[config.mk]
export PLATFORM = sky130hd
export DESIGN_NAME = psfs_top
export DESIGN_NICKNAME = d
export VERILOG_FILES = /design/src/core/psfs_pkg.sv /design/src/core/psfs_top.sv
export SDC_FILE = /design/constraint.sdc
export NUM_CORES = 2
export LEC_CHECK = 0
export BUFFER_PORTS_ARGS = -buffer_cell sky130_fd_sc_hd__buf_2
export CAP_MARGIN = 20
export CORE_MARGIN = 5
export CORE_UTILIZATION = 37
export CTS_BUF_LIST = sky130_fd_sc_hd__clkbuf_2 sky130_fd_sc_hd__clkbuf_4 sky130_fd_sc_hd__clkbuf_8
export DETAILED_ROUTE_END_ITERATION = 6
export PLACE_DENSITY = 0.6
export SYNTH_ARGS = -nofsm -noshare
export SYNTH_HDL_FRONTEND = slang
export SYNTH_SLANG_ARGS = --single-unit
export TNS_END_PERCENT = 10
[constraint.sdc]
create_clock -name ref_clk -period 65.6 [get_ports ref_clk]
set_input_delay 0 -clock ref_clk [delete_from_list [all_inputs] [get_ports ref_clk]]
set_output_delay 0 -clock ref_clk [all_outputs]
set_load 0.05 [all_outputs]
[src/core/psfs_pkg.sv]
// Purpose: constants for the pid set point / feedback conditioning block
// Assumes: 16-bit parameters in fixed point units (0.1 %, 0.01 s, 1 ms, 0.01, 0.1)
// Notes:   register index = printed offset, byte address = index * 4
package psfs_pkg;
  // ==========================================================================
  // register indices
  localparam logic [13:0] IDX_SP_SEL   = 14'h0d00;
  localparam logic [13:0] IDX_KP       = 14'h0d01;
  localparam logic [13:0] IDX_RAMP     = 14'h0d02;
  localparam logic [13:0] IDX_FB_SEL   = 14'h0d03;
  localparam logic [13:0] IDX_FILT     = 14'h0d04;
  localparam logic [13:0] IDX_GAIN     = 14'h0d05;
  localparam logic [13:0] IDX_RANGE    = 14'h0d06;
  localparam logic [13:0] IDX_SHORTCUT = 14'h0d10;
  localparam logic [13:0] IDX_SP_MON   = 14'h0d11;
  localparam logic [13:0] IDX_FB_MON   = 14'h0d12;
  localparam logic [13:0] IDX_DISP_MON = 14'h0d13;
  localparam logic [13:0] IDX_ACT_COMM = 14'h3011;
  // ==========================================================================
  // reset values and limits
  localparam logic [15:0] RST_SP_SEL = 16'h0000;
  localparam logic [15:0] RST_KP     = 16'h01f4;
  localparam logic [15:0] RST_RAMP   = 16'h0064;
  localparam logic [15:0] RST_FB_SEL = 16'h0002;
  localparam logic [15:0] RST_FILT   = 16'h000a;
  localparam logic [15:0] RST_GAIN   = 16'h0064;
  localparam logic [15:0] RST_RANGE  = 16'h03e8;
  localparam logic [15:0] MAX_SEL    = 16'h0009;
  localparam logic [15:0] MAX_PCT    = 16'h03e8;
  localparam logic [15:0] MAX_RAMP   = 16'h1770;
  localparam logic [15:0] MAX_FILT   = 16'h1770;
  localparam logic [15:0] MAX_GAIN   = 16'h03e8;
  localparam logic [15:0] MAX_RANGE  = 16'h03e8;
  localparam int          GAIN_UNITY = 100;
  localparam int          RANGE_FULL = 1000;
  // ==========================================================================
  // source codes and shortcut digits
  localparam logic [3:0] SRC_KEYPAD   = 4'h0;
  localparam logic [3:0] SRC_TERMINAL = 4'h8;
  localparam logic [3:0] SRC_ACTIVE   = 4'h9;
  localparam logic [3:0] SHORT_KEYS   = 4'h2;
  localparam logic [3:0] SHORT_RETAIN = 4'h1;
  // ==========================================================================
  // timing
  localparam int CLK_NS      = 50;
  localparam int TICK_NS     = 1000000;
  localparam int TICK_CYC    = TICK_NS / CLK_NS;
  localparam int RAMP_UNIT_NS = 10000;
  localparam int RAMP_CYC    = RAMP_UNIT_NS / CLK_NS;
  localparam int DIV_STEPS   = 17;
endpackage : psfs_pkg

[src/core/psfs_top.sv]
// Purpose: pid set point and feedback source selection, ramp, filter, gain
// Assumes: all inputs synchronous to ref_clk, sources in 0.1 % units
// Notes:   avalon-mm slave with one wait state on every access
//
// Summary of operation
// - set point source chosen by codes 0 to 9, reset selects keypad.
// - code 0 takes set point from stored keypad percentage.
// - codes 2,3,6,5,7 take ain1, ain2, rs485, pulse, option card.
// - code 8 picks set point source from three assigned terminals.
// - terminals form binary code, terminal 3 msb, 0..7 select channels.
// - code 9 uses active current written over communication at 0x3011.
// - keypad percentage, reset 50.0 %, acts only where selected.
// - writing keypad percentage updates monitored set point at once.
// - shortcut digit 2 lets up/down keys adjust keypad; next digit retains.
// - set point ramps linearly, full swing takes configured ramp time.
// - feedback source chosen by codes 0 to 9, reset 2 selects ain1.
// - feedback code 0 takes stored keypad percentage.
// - feedback codes 2,3,5,6,7 take ain1, ain2, pulse, rs485, option.
// - feedback code 8 picks channel from three assigned terminals.
// - terminal code 0..7 selects the same channel order for feedback.
// - feedback code 9 uses locally measured active current.
// - feedback low-pass filtered with configurable time constant.
// - feedback multiplied by gain 0.00 to 10.00, reset 1.00.
// - display range scales only the displayed feedback.
//
// Register access over Avalon-MM was decided locally.
`timescale 1ns/10ps
module psfs_top import psfs_pkg::*; #(
  parameter int TICK_CYCLES = TICK_CYC
) (
  input  wire logic        ref_clk,
  input  wire logic        resetn,
  input  wire logic [15:0] avs_address,
  input  wire logic        avs_read,
  input  wire logic        avs_write,
  input  wire logic [31:0] avs_writedata,
  input  wire logic [3:0]  avs_byteenable,
  output logic      [31:0] avs_readdata,
  output logic             avs_waitrequest,
  input  wire logic [15:0] analog_input_one,
  input  wire logic [15:0] analog_input_two,
  input  wire logic [15:0] pot_value,
  input  wire logic [15:0] pulse_input_terminal,
  input  wire logic [15:0] rs485_value,
  input  wire logic [15:0] option_card_value,
  input  wire logic [15:0] local_active_current,
  input  wire logic [2:0]  select_terminals,
  input  wire logic        key_up,
  input  wire logic        key_down,
  output logic      [15:0] pid_setpoint,
  output logic      [15:0] pid_feedback,
  output logic      [15:0] feedback_display,
  output logic             keypad_retain
);
  // ==========================================================================
  // elaboration check
  localparam int TW = $clog2(TICK_CYCLES);
  if (TICK_CYCLES < 2 * DIV_STEPS) begin : g_chk
    $error("TICK_CYCLES too small for coefficient divider");
  end

  typedef struct packed {
    logic [15:0] sp_sel;
    logic [15:0] kp;
    logic [15:0] ramp;
    logic [15:0] fb_sel;
    logic [15:0] filt;
    logic [15:0] gain;
    logic [15:0] range;
    logic [15:0] shortcut;
    logic [15:0] act_comm;
    logic [15:0] sp_out;
    logic [20:0] ramp_cnt;
    logic [TW-1:0] tick_cnt;
    logic        tick;
    logic [31:0] y_q;
    logic [16:0] alpha;
    logic [16:0] div_rem;
    logic [16:0] div_quo;
    logic [4:0]  div_cnt;
    logic [15:0] disp;
    logic [31:0] rdata;
    logic        waitreq;
    logic        retain;
  } psfs_state_t;

  psfs_state_t r;
  psfs_state_t next_r;

  // ==========================================================================
  // source selection
  logic [15:0] src_val [0:7];
  logic [2:0]  sp_idx;
  logic [2:0]  fb_idx;
  logic [15:0] sp_raw;
  logic [15:0] fb_raw;
  logic [15:0] fb_gained;
  logic [31:0] gain_prod;

  always_comb begin
    src_val[0] = r.kp;
    src_val[1] = pot_value;
    src_val[2] = analog_input_one;
    src_val[3] = analog_input_two;
    src_val[4] = 16'h0000;
    src_val[5] = pulse_input_terminal;
    src_val[6] = rs485_value;
    src_val[7] = option_card_value;
    // terminal 3 is the msb of the code
    sp_idx = (r.sp_sel[3:0] == SRC_TERMINAL) ? select_terminals : r.sp_sel[2:0];
    fb_idx = (r.fb_sel[3:0] == SRC_TERMINAL) ? select_terminals : r.fb_sel[2:0];
    sp_raw = (r.sp_sel[3:0] == SRC_ACTIVE) ? r.act_comm : src_val[sp_idx];
    fb_raw = (r.fb_sel[3:0] == SRC_ACTIVE) ? local_active_current
                                           : src_val[fb_idx];
    gain_prod = 32'(fb_raw) * 32'(r.gain) / 32'(GAIN_UNITY);
    fb_gained = (gain_prod[31:16] != 16'h0000) ? 16'hffff : gain_prod[15:0];
  end

  // ==========================================================================
  // register access
  logic        acc;
  logic        wr_go;
  logic [13:0] idx;
  logic        aligned;

  function automatic logic [15:0] merge(input logic [15:0] o);
    merge = {avs_byteenable[1] ? avs_writedata[15:8] : o[15:8],
             avs_byteenable[0] ? avs_writedata[7:0]  : o[7:0]};
  endfunction : merge

  always_comb begin
    acc     = (avs_read | avs_write) & r.waitreq;
    wr_go   = avs_write & ~r.waitreq;
    idx     = avs_address[15:2];
    aligned = (avs_address[1:0] == 2'h0);
  end

  // ==========================================================================
  // next state
  logic [15:0]        wv;
  logic signed [32:0] diff;
  logic signed [50:0] prod;
  logic [16:0]        shv;
  logic [16:0]        dvs;
  logic [31:0]        disp_prod;
  logic               kp_wr;

  always_comb begin
    next_r    = r;
    wv        = 16'h0000;
    kp_wr     = 1'b0;
    diff      = '0;
    prod      = '0;
    shv       = '0;
    dvs       = 17'(r.filt) + 17'h00001;
    disp_prod = 32'(r.y_q[31:16]) * 32'(r.range) / 32'(RANGE_FULL);

    // one wait state, then a single cycle with waitrequest low
    next_r.waitreq = ~acc;
    next_r.rdata   = 32'h00000000;
    if (acc && aligned) begin
      case (idx)
        IDX_SP_SEL:   next_r.rdata = {16'h0000, r.sp_sel};
        IDX_KP:       next_r.rdata = {16'h0000, r.kp};
        IDX_RAMP:     next_r.rdata = {16'h0000, r.ramp};
        IDX_FB_SEL:   next_r.rdata = {16'h0000, r.fb_sel};
        IDX_FILT:     next_r.rdata = {16'h0000, r.filt};
        IDX_GAIN:     next_r.rdata = {16'h0000, r.gain};
        IDX_RANGE:    next_r.rdata = {16'h0000, r.range};
        IDX_SHORTCUT: next_r.rdata = {16'h0000, r.shortcut};
        IDX_SP_MON:   next_r.rdata = {16'h0000, r.sp_out};
        IDX_FB_MON:   next_r.rdata = {16'h0000, r.y_q[31:16]};
        IDX_DISP_MON: next_r.rdata = {16'h0000, r.disp};
        IDX_ACT_COMM: next_r.rdata = {16'h0000, r.act_comm};
        default:      next_r.rdata = 32'h00000000;
      endcase
    end

    // keypad shortcut keys; a bus write in the same cycle wins
    if (r.shortcut[3:0] == SHORT_KEYS) begin
      if (key_up && !key_down && r.kp < MAX_PCT) begin
        next_r.kp = r.kp + 16'h0001;
      end else if (key_down && !key_up && r.kp != 16'h0000) begin
        next_r.kp = r.kp - 16'h0001;
      end
    end
    next_r.retain = (r.shortcut[7:4] == SHORT_RETAIN);

    // out-of-range writes are refused and the old value kept
    if (wr_go && aligned) begin
      case (idx)
        IDX_SP_SEL: begin
          wv = merge(r.sp_sel);
          if (wv <= MAX_SEL) next_r.sp_sel = wv;
        end
        IDX_KP: begin
          wv = merge(r.kp);
          if (wv <= MAX_PCT) begin
            next_r.kp = wv;
            kp_wr     = 1'b1;
          end
        end
        IDX_RAMP: begin
          wv = merge(r.ramp);
          if (wv <= MAX_RAMP) next_r.ramp = wv;
        end
        IDX_FB_SEL: begin
          wv = merge(r.fb_sel);
          if (wv <= MAX_SEL) next_r.fb_sel = wv;
        end
        IDX_FILT: begin
          wv = merge(r.filt);
          if (wv <= MAX_FILT) next_r.filt = wv;
        end
        IDX_GAIN: begin
          wv = merge(r.gain);
          if (wv <= MAX_GAIN) next_r.gain = wv;
        end
        IDX_RANGE: begin
          wv = merge(r.range);
          if (wv <= MAX_RANGE) next_r.range = wv;
        end
        IDX_SHORTCUT: next_r.shortcut = merge(r.shortcut);
        IDX_ACT_COMM: next_r.act_comm = merge(r.act_comm);
        default: begin
        end
      endcase
    end

    // set point ramp: one 0.1 % step every ramp * RAMP_CYC cycles
    if (kp_wr && sp_idx == SRC_KEYPAD[2:0] && r.sp_sel[3:0] != SRC_ACTIVE) begin
      next_r.sp_out   = wv;
      next_r.ramp_cnt = 21'h000000;
    end else if (r.ramp == 16'h0000 || r.sp_out == sp_raw) begin
      next_r.sp_out   = sp_raw;
      next_r.ramp_cnt = 21'h000000;
    end else if (r.ramp_cnt >= 21'(r.ramp) * 21'(RAMP_CYC) - 21'h000001) begin
      next_r.ramp_cnt = 21'h000000;
      next_r.sp_out   = (sp_raw > r.sp_out) ? r.sp_out + 16'h0001
                                            : r.sp_out - 16'h0001;
    end else begin
      next_r.ramp_cnt = r.ramp_cnt + 21'h000001;
    end

    // control tick
    next_r.tick = 1'b0;
    if (r.tick_cnt == TW'(TICK_CYCLES - 1)) begin
      next_r.tick_cnt = '0;
      next_r.tick     = 1'b1;
    end else begin
      next_r.tick_cnt = r.tick_cnt + TW'(1);
    end

    // coefficient 65536 / (filter_ms + 1), recomputed every tick
    if (r.tick) begin
      next_r.div_cnt = 5'(DIV_STEPS);
      next_r.div_rem = 17'h00000;
      next_r.div_quo = 17'h00000;
    end else if (r.div_cnt != 5'h00) begin
      shv = {r.div_rem[15:0], r.div_cnt == 5'(DIV_STEPS)};
      if (shv >= dvs) begin
        next_r.div_rem = shv - dvs;
        next_r.div_quo = {r.div_quo[15:0], 1'b1};
      end else begin
        next_r.div_rem = shv;
        next_r.div_quo = {r.div_quo[15:0], 1'b0};
      end
      next_r.div_cnt = r.div_cnt - 5'h01;
      if (r.div_cnt == 5'h01) next_r.alpha = next_r.div_quo;
    end

    // first-order low-pass, y += (x - y) * alpha
    if (r.tick) begin
      diff = $signed({1'b0, fb_gained, 16'h0000}) - $signed({1'b0, r.y_q});
      prod = diff * $signed({1'b0, r.alpha});
      next_r.y_q = r.y_q + prod[47:16];
    end
    next_r.disp = disp_prod[15:0];
  end

  // ==========================================================================
  // state register
  always_ff @(posedge ref_clk) begin
    if (!resetn) begin
      r          <= '0;
      r.sp_sel   <= RST_SP_SEL;
      r.kp       <= RST_KP;
      r.ramp     <= RST_RAMP;
      r.fb_sel   <= RST_FB_SEL;
      r.filt     <= RST_FILT;
      r.gain     <= RST_GAIN;
      r.range    <= RST_RANGE;
      r.alpha    <= 17'(65536 / (RST_FILT + 1));
      r.waitreq  <= 1'b1;
    end else begin
      r <= next_r;
    end
  end

  assign avs_readdata     = r.rdata;
  assign avs_waitrequest  = r.waitreq;
  assign pid_setpoint     = r.sp_out;
  assign pid_feedback     = r.y_q[31:16];
  assign feedback_display = r.disp;
  assign keypad_retain    = r.retain;
endmodule : psfs_top

Word-level counts from Yosys, hierarchy flattened
Index checks and enable logic that the tools add are counted.
{"block": "totals", "output_inout_bits": 82, "reg_bits": 333}
{"block": "op_classes", "div_mod_pow": 2, "reduce_logical": 34, "multipliers": 4, "addsub": 12, "bitwise_logic": 9, "n_mux": 62, "magnitude_cmp": 13, "n_eq_ne": 23}
{"op": "2-to-1 mux 16 bit", "count": 27}
{"op": "case mux 16 bit (12 select lines)", "count": 1}
{"op": "equality test 14 x 12 -> 1 bit (second input constant)", "count": 11}
{"op": "2-to-1 mux 8 bit", "count": 18}
{"op": "2-to-1 mux 128 bit", "count": 1}
{"op": "case mux 16 bit (7 select lines)", "count": 1}
{"op": "binary-select mux 16 bit (select 3 bit)", "count": 2}
{"op": "2-to-1 mux 37 bit", "count": 2}
{"op": "multiplier 16 x 16 -> 32 bit", "count": 2}
{"op": "less-or-equal comparator 16 x 10 -> 1 bit (second input constant)", "count": 3}
{"op": "multiplier 33 x 18 -> 48 bit", "count": 1}
{"op": "2-to-1 mux 33 bit", "count": 1}
{"op": "AND reduction 3 bit", "count": 11}
{"op": "subtractor 32 x 32 -> 33 bit", "count": 1}
{"op": "adder 16 x 1 -> 16 bit (second input constant)", "count": 2}
{"op": "adder 32 bit", "count": 1}
{"op": "divider 32 x 10 -> 32 bit (second input constant)", "count": 1}
{"op": "divider 32 x 7 -> 32 bit (second input constant)", "count": 1}
{"op": "less-or-equal comparator 16 x 13 -> 1 bit (second input constant)", "count": 2}
{"op": "less-or-equal comparator 16 x 4 -> 1 bit (second input constant)", "count": 2}
{"op": "nonzero test 16 bit", "count": 2}
{"op": "subtractor 16 x 1 -> 16 bit (second input constant)", "count": 2}
{"op": "adder 21 x 1 -> 21 bit (second input constant)", "count": 1}
{"op": "greater-or-equal comparator 21 bit", "count": 1}
{"op": "other kinds (39)", "count": 62}

Longest topological paths before layout
{"block": "depth", "word_depth": 14, "mapped_depth": 155, "mapped_depth_nobuf": 139}

Worst setup path after synthesis
Ideal clock, no wire load.
{"block": "synth_timing", "path_kind": "flip-flop to flip-flop", "from": "register r[274] (netlist name)", "to": "register r, in the netlist pid_feedback[15]", "required_ps": 65472, "arrival_time_ps": 32439, "stages_incl_launch_ff": 143, "synth_period_minus_slack_ps": 32567, "setup_slack_ps": 33033, "setup_ps": 128, "n_path_buf": 12, "path_cell_list": "dfxtp_1 > nor3b_1 > a21oi_1 > buf_1 > clkbuf_1 > clkbuf_1 > a211oi_1 > a311oi_1 > a21oi_1 > o21ai_0 > clkbuf_1 > nand2_1 > fa_1 > inv_1 > fa_1 > inv_1 > fa_1 > inv_1 > (+107 left out) > o21a_1 > o21a_1 > o21a_1 > o21a_1 > o21a_1 > o21a_1 > o21a_1 > nor2_1 > ha_1 > o21a_1 > o21ai_0 > nand2b_1 > a21oi_1 > xnor2_1 > xnor2_1 > nand2_1 > xnor2_1 > nor2_1"}
{"block": "synth_between", "elab_chain_len": 14}
{"item": "from (decl)", "line_no": "psfs_top.sv:87", "source": "psfs_state_t r;"}
{"item": "from (signal assigned)", "line_no": "psfs_top.sv:296", "source": "r <= next_r;"}
{"item": "equality test 4 bit", "line_no": "psfs_top.sv:111", "source": "fb_idx = (r.fb_sel[3:0] == SRC_TERMINAL) ? select_terminals : r.fb_sel[2:0];"}
{"item": "2-to-1 mux 3 bit", "line_no": "psfs_top.sv:111"}
{"item": "inverter 3 -> 4 bit (not written as such)", "line_no": "psfs_top.sv:114", "source": ": src_val[fb_idx];"}
{"item": "binary-select mux 16 bit (select 3 bit)", "line_no": "psfs_top.sv:114"}
{"item": "2-to-1 mux 16 bit (not written as such) (2 in a row)", "line_no": "psfs_top.sv:114"}
{"item": "2-to-1 mux 16 bit (*)", "line_no": "psfs_top.sv:113", "source": "fb_raw = (r.fb_sel[3:0] == SRC_ACTIVE) ? local_active_current"}
{"item": "multiplier 16 x 16 -> 32 bit (*)", "line_no": "psfs_top.sv:115", "source": "gain_prod = 32'(fb_raw) * 32'(r.gain) / 32'(GAIN_UNITY);"}
{"item": "divider 32 x 7 -> 32 bit (*)", "line_no": "psfs_top.sv:115"}
{"item": "nonzero test 16 bit", "line_no": "psfs_top.sv:116", "source": "fb_gained = (gain_prod[31:16] != 16'h0000) ? 16'hffff : gain_prod[15:0];"}
{"item": "2-to-1 mux 16 bit (*)", "line_no": "psfs_top.sv:116"}
{"item": "subtractor 32 x 32 -> 33 bit (*)", "line_no": "psfs_top.sv:274", "source": "diff = $signed({1'b0, fb_gained, 16'h0000}) - $signed({1'b0, r.y_q});"}
{"item": "multiplier 33 x 18 -> 48 bit (*)", "line_no": "psfs_top.sv:275", "source": "prod = diff * $signed({1'b0, r.alpha});"}
{"item": "adder 32 bit (*)", "line_no": "psfs_top.sv:276", "source": "next_r.y_q = r.y_q + prod[47:16];"}
Every way passes the cells marked *; elsewhere a longest branch is shown, timed or not. The select of a mux whose other input is x is not followed.
A chain may end at the register's enable or synchronous reset.

Final worst setup path
Ends and elaborated chain as after synthesis.

==> flow_metrics.py <==
metrics = {
    "status": {
        "status": "finished with violations",
        "violations": "design-rule violations",
    },
    "routing": {
        "drtIter0Drc": 4769,
        "num_vias": 61533,
        "ant_nets": 0,
        "dr.pass1.iters": 7,
        "wirelength_mm": 221,
        "drc_errors": 1,
        "vias_per_cell": 5.50,
        "detail_route.wl_per_cell_microns": 19.7,
    },
    "critical_path": {
        "crit_path_max_fanout": 37,
        "worstSetupPathType": "register to register",
        "crit_path_max_incr_delay_ns": 0.79,
        "worstSetupStartpointType": "register",
        "crit_required_ns": 66.20,
        "endpoint_kind": "register",
        "crit_arrival_ns": 38.72,
        "critical-path-slowest-cell": "o22ai_1",
        "crit_path_frequent_cell": "o21a_1",
    },
    "timing": {
        "setup_viol_count_final": 0,
        "maxSlewHeadroom": 0.132,
        "fmax_mhz": 26.2,
        "hold_viol": 0,
        "worst_slew_pin_slew_ns": 1.30,
        "rsz0062_at_grt": "no",
        "timing.final.crit_period_ns": 38.12,
        "hold_slack_ns": 0.119,
        "fin_crit_sh": 0.581,
        "tns_ns": 0,
        "fin_skew_ns": 0.118,
        "slew_violations": 0,
    },
    "die": {
        "core-area_sq_um": 190000,
        "initial_core_util": 0.371,
        "die_w_microns": 446,
        "dieArea_sq_um": 199000,
        "io_pins": 255,
        "die_h_microns": 446,
        "rows": 160,
    },
    "placed_design": {
        "dpl.hpwl_mm": 174,
        "place.gp.congestion": 0.923,
        "numPortBuffers": 220,
    },
    "global_routing": {
        "grt_pass1_vias": 62160,
        "grt-ovfl-total": 0,
        "grt_max_degree": 82,
        "grt.total_usage": 0.218,
        "antenna_found_initial": 18,
        "grt_pass1_wl_mm": 350,
    },
    "cts": {
        "cts_resized": 0,
        "htree_levels": 2,
        "cts_buffer_depth": 3,
        "cts_root_buf": "clkbuf_8",
        "clock_sinks": 317,
        "path_clk_slew_ns": 0.06,
        "clk_latency_ns": 0.80,
        "cts_made_buffers": 60,
        "tritoncts": "built",
    },
    "synth": {
        "syn_area_sq_um": 70400,
        "seq_area_frac_synth": 0.0901,
        "yosysUniqueCellTypes": 158,
        "synth_top_area_frac": 0.260,
        "ys.flop_type": "dfxtp_1",
        "synth.area.top_cells": "fa_1 26%, dfxtp_1 9.0%, ha_1 8.8%",
        "postSynthCellCount": 8693,
        "synth_top_area_cell": "fa_1",
        "ys_warn_count": 0,
        "async_flop_share": 0,
        "ys_ff_latch": 317,
        "avgSynthCellArea_sq_um": 8.10,
        "synth-edff-count": 0,
    },
    "min_path": {
        "min_path_type": "input pin to register",
    },
    "final_layout": {
        "area.growth.synth_to_final_pct": 6.71,
        "drive_gt1_frac": 0.0837,
        "nNetsFinal": 10202,
        "utilization": 0.396,
    },
    "job": {
        "maxCapViolCount": 0,
    },
}
-- metal layers --
| metal | GRT usage | part of all wire | vias up |
|---|---|---|---|
| met1 | 0.273 | 0.41 | 30724 |
| met4 | 0.0958 | 0.051 | 0 |
| li1 | - | - | 28634 |
| met5 | 0 | 0 | - |
| met3 | 0.0228 | 0.048 | 408 |
| met2 | 0.380 | 0.49 | 1767 |
-- stage by stage --
step / cells / area (sq um) / setup slack (ns)
final: 11193 / 75100 / 27.48
after global routing: 11190 / 75100 / 24.60
after CTS: 11180 / 75100 / 27.88
after detailed placement: 11035 / 73300 / 28.07
after global placement: 11034 / 73300 / 28.50
after floorplan: 8708 / 70500 / 33.03
-- cell usage after synthesis, types with 91 or more instances --
cell type and instances:
o211ai_1 94, nor3_1 160, a21o_1 91, clkbuf_1 332, o21ai_0 252, fa_1 916
a21oi_1 345, inv_1 1221, mux2i_1 191, and2_1 588, xnor2_1 250, xor2_1 96
nand3_1 178, dfxtp_1 317, ha_1 494, nor2_1 534, nand2_1 1089, buf_4 112
-- area by class of cell --
type,count,area (sq um)
Multi-Input combinational cell,6648,57200
Timing Repair Buffer,369,2300
Tap cell,2511,3140
Sequential cell,317,6350
Clock inverter,28,408
Antenna cell,12,30.0
Fill cell,19403,115000
Inverter,1223,4600
Clock buffer,85,1110
-- layout by cell type (no fill, tap or decap), types with 117 or more instances in the layout --
| cell | instances |
|---|---|
| inv_1 | 1221 |
| nand2_1 | 1089 |
| fa_1 | 916 |
| and2_1 | 588 |
| nor2_1 | 527 |
| ha_1 | 494 |
| a21oi_1 | 343 |
| dfxtp_1 | 314 |
| xnor2_1 | 246 |
| o21ai_0 | 242 |
| buf_2 | 220 |
| mux2i_1 | 191 |
| nand3_1 | 178 |
| nor3_1 | 160 |
| buf_4 | 117 |
-- flip-flops by register name, indices dropped and copies added (netlist names) --
signal	count
feedback_display	16
pid_feedback	16
pid_setpoint	16
avs_waitrequest	1
avs_readdata	16
r	251
keypad_retain	1
-- kinds of logic after synthesis --
kind of cell,share of synthesized area
adders and majority gates,0.349
xor gates and xnor gates,0.0462
muxes,0.0474
AOI/OAI and AO/OA,0.157
other,0.0000533
DFF,0.0901
and+or+nand+nor,0.209
buffers and inverters,0.100
-- critical path: cells and delay by family (launching register included) --
family | cells | cell delay, ns
XOR/XNOR | 7 | 2.43
multiplexers | 3 | 1.20
AO/OA/AOI/OAI | 71 | 18.65
adder cells (fa/ha/maj) | 15 | 6.97
AND/OR/NAND/NOR | 28 | 7.18
buffers and inverters | 9 | 0.95
flip-flops | 1 | 0.46
-- final timing paths --
kind	from	end	slack (ns)	cells past startpoint
setup / recovery	r[274]	pid_feedback[15]	27.48	133
hold / removal	avs_write	avs_waitrequest	0.12	3
setup reg to reg	r[274]	pid_feedback[15]	27.48	133
hold reg to reg	r[66]	r[67]	0.43	2
-- what timing repair did --
item | in CTS | in global routing
hold endpoints to repair | 124 | 0
hold buffers | 32 | 0
buffers inserted | 0 | 0
Power is not shown: default switching activity piles up to over one toggle a cycle in this logic, so the estimate is an artifact.
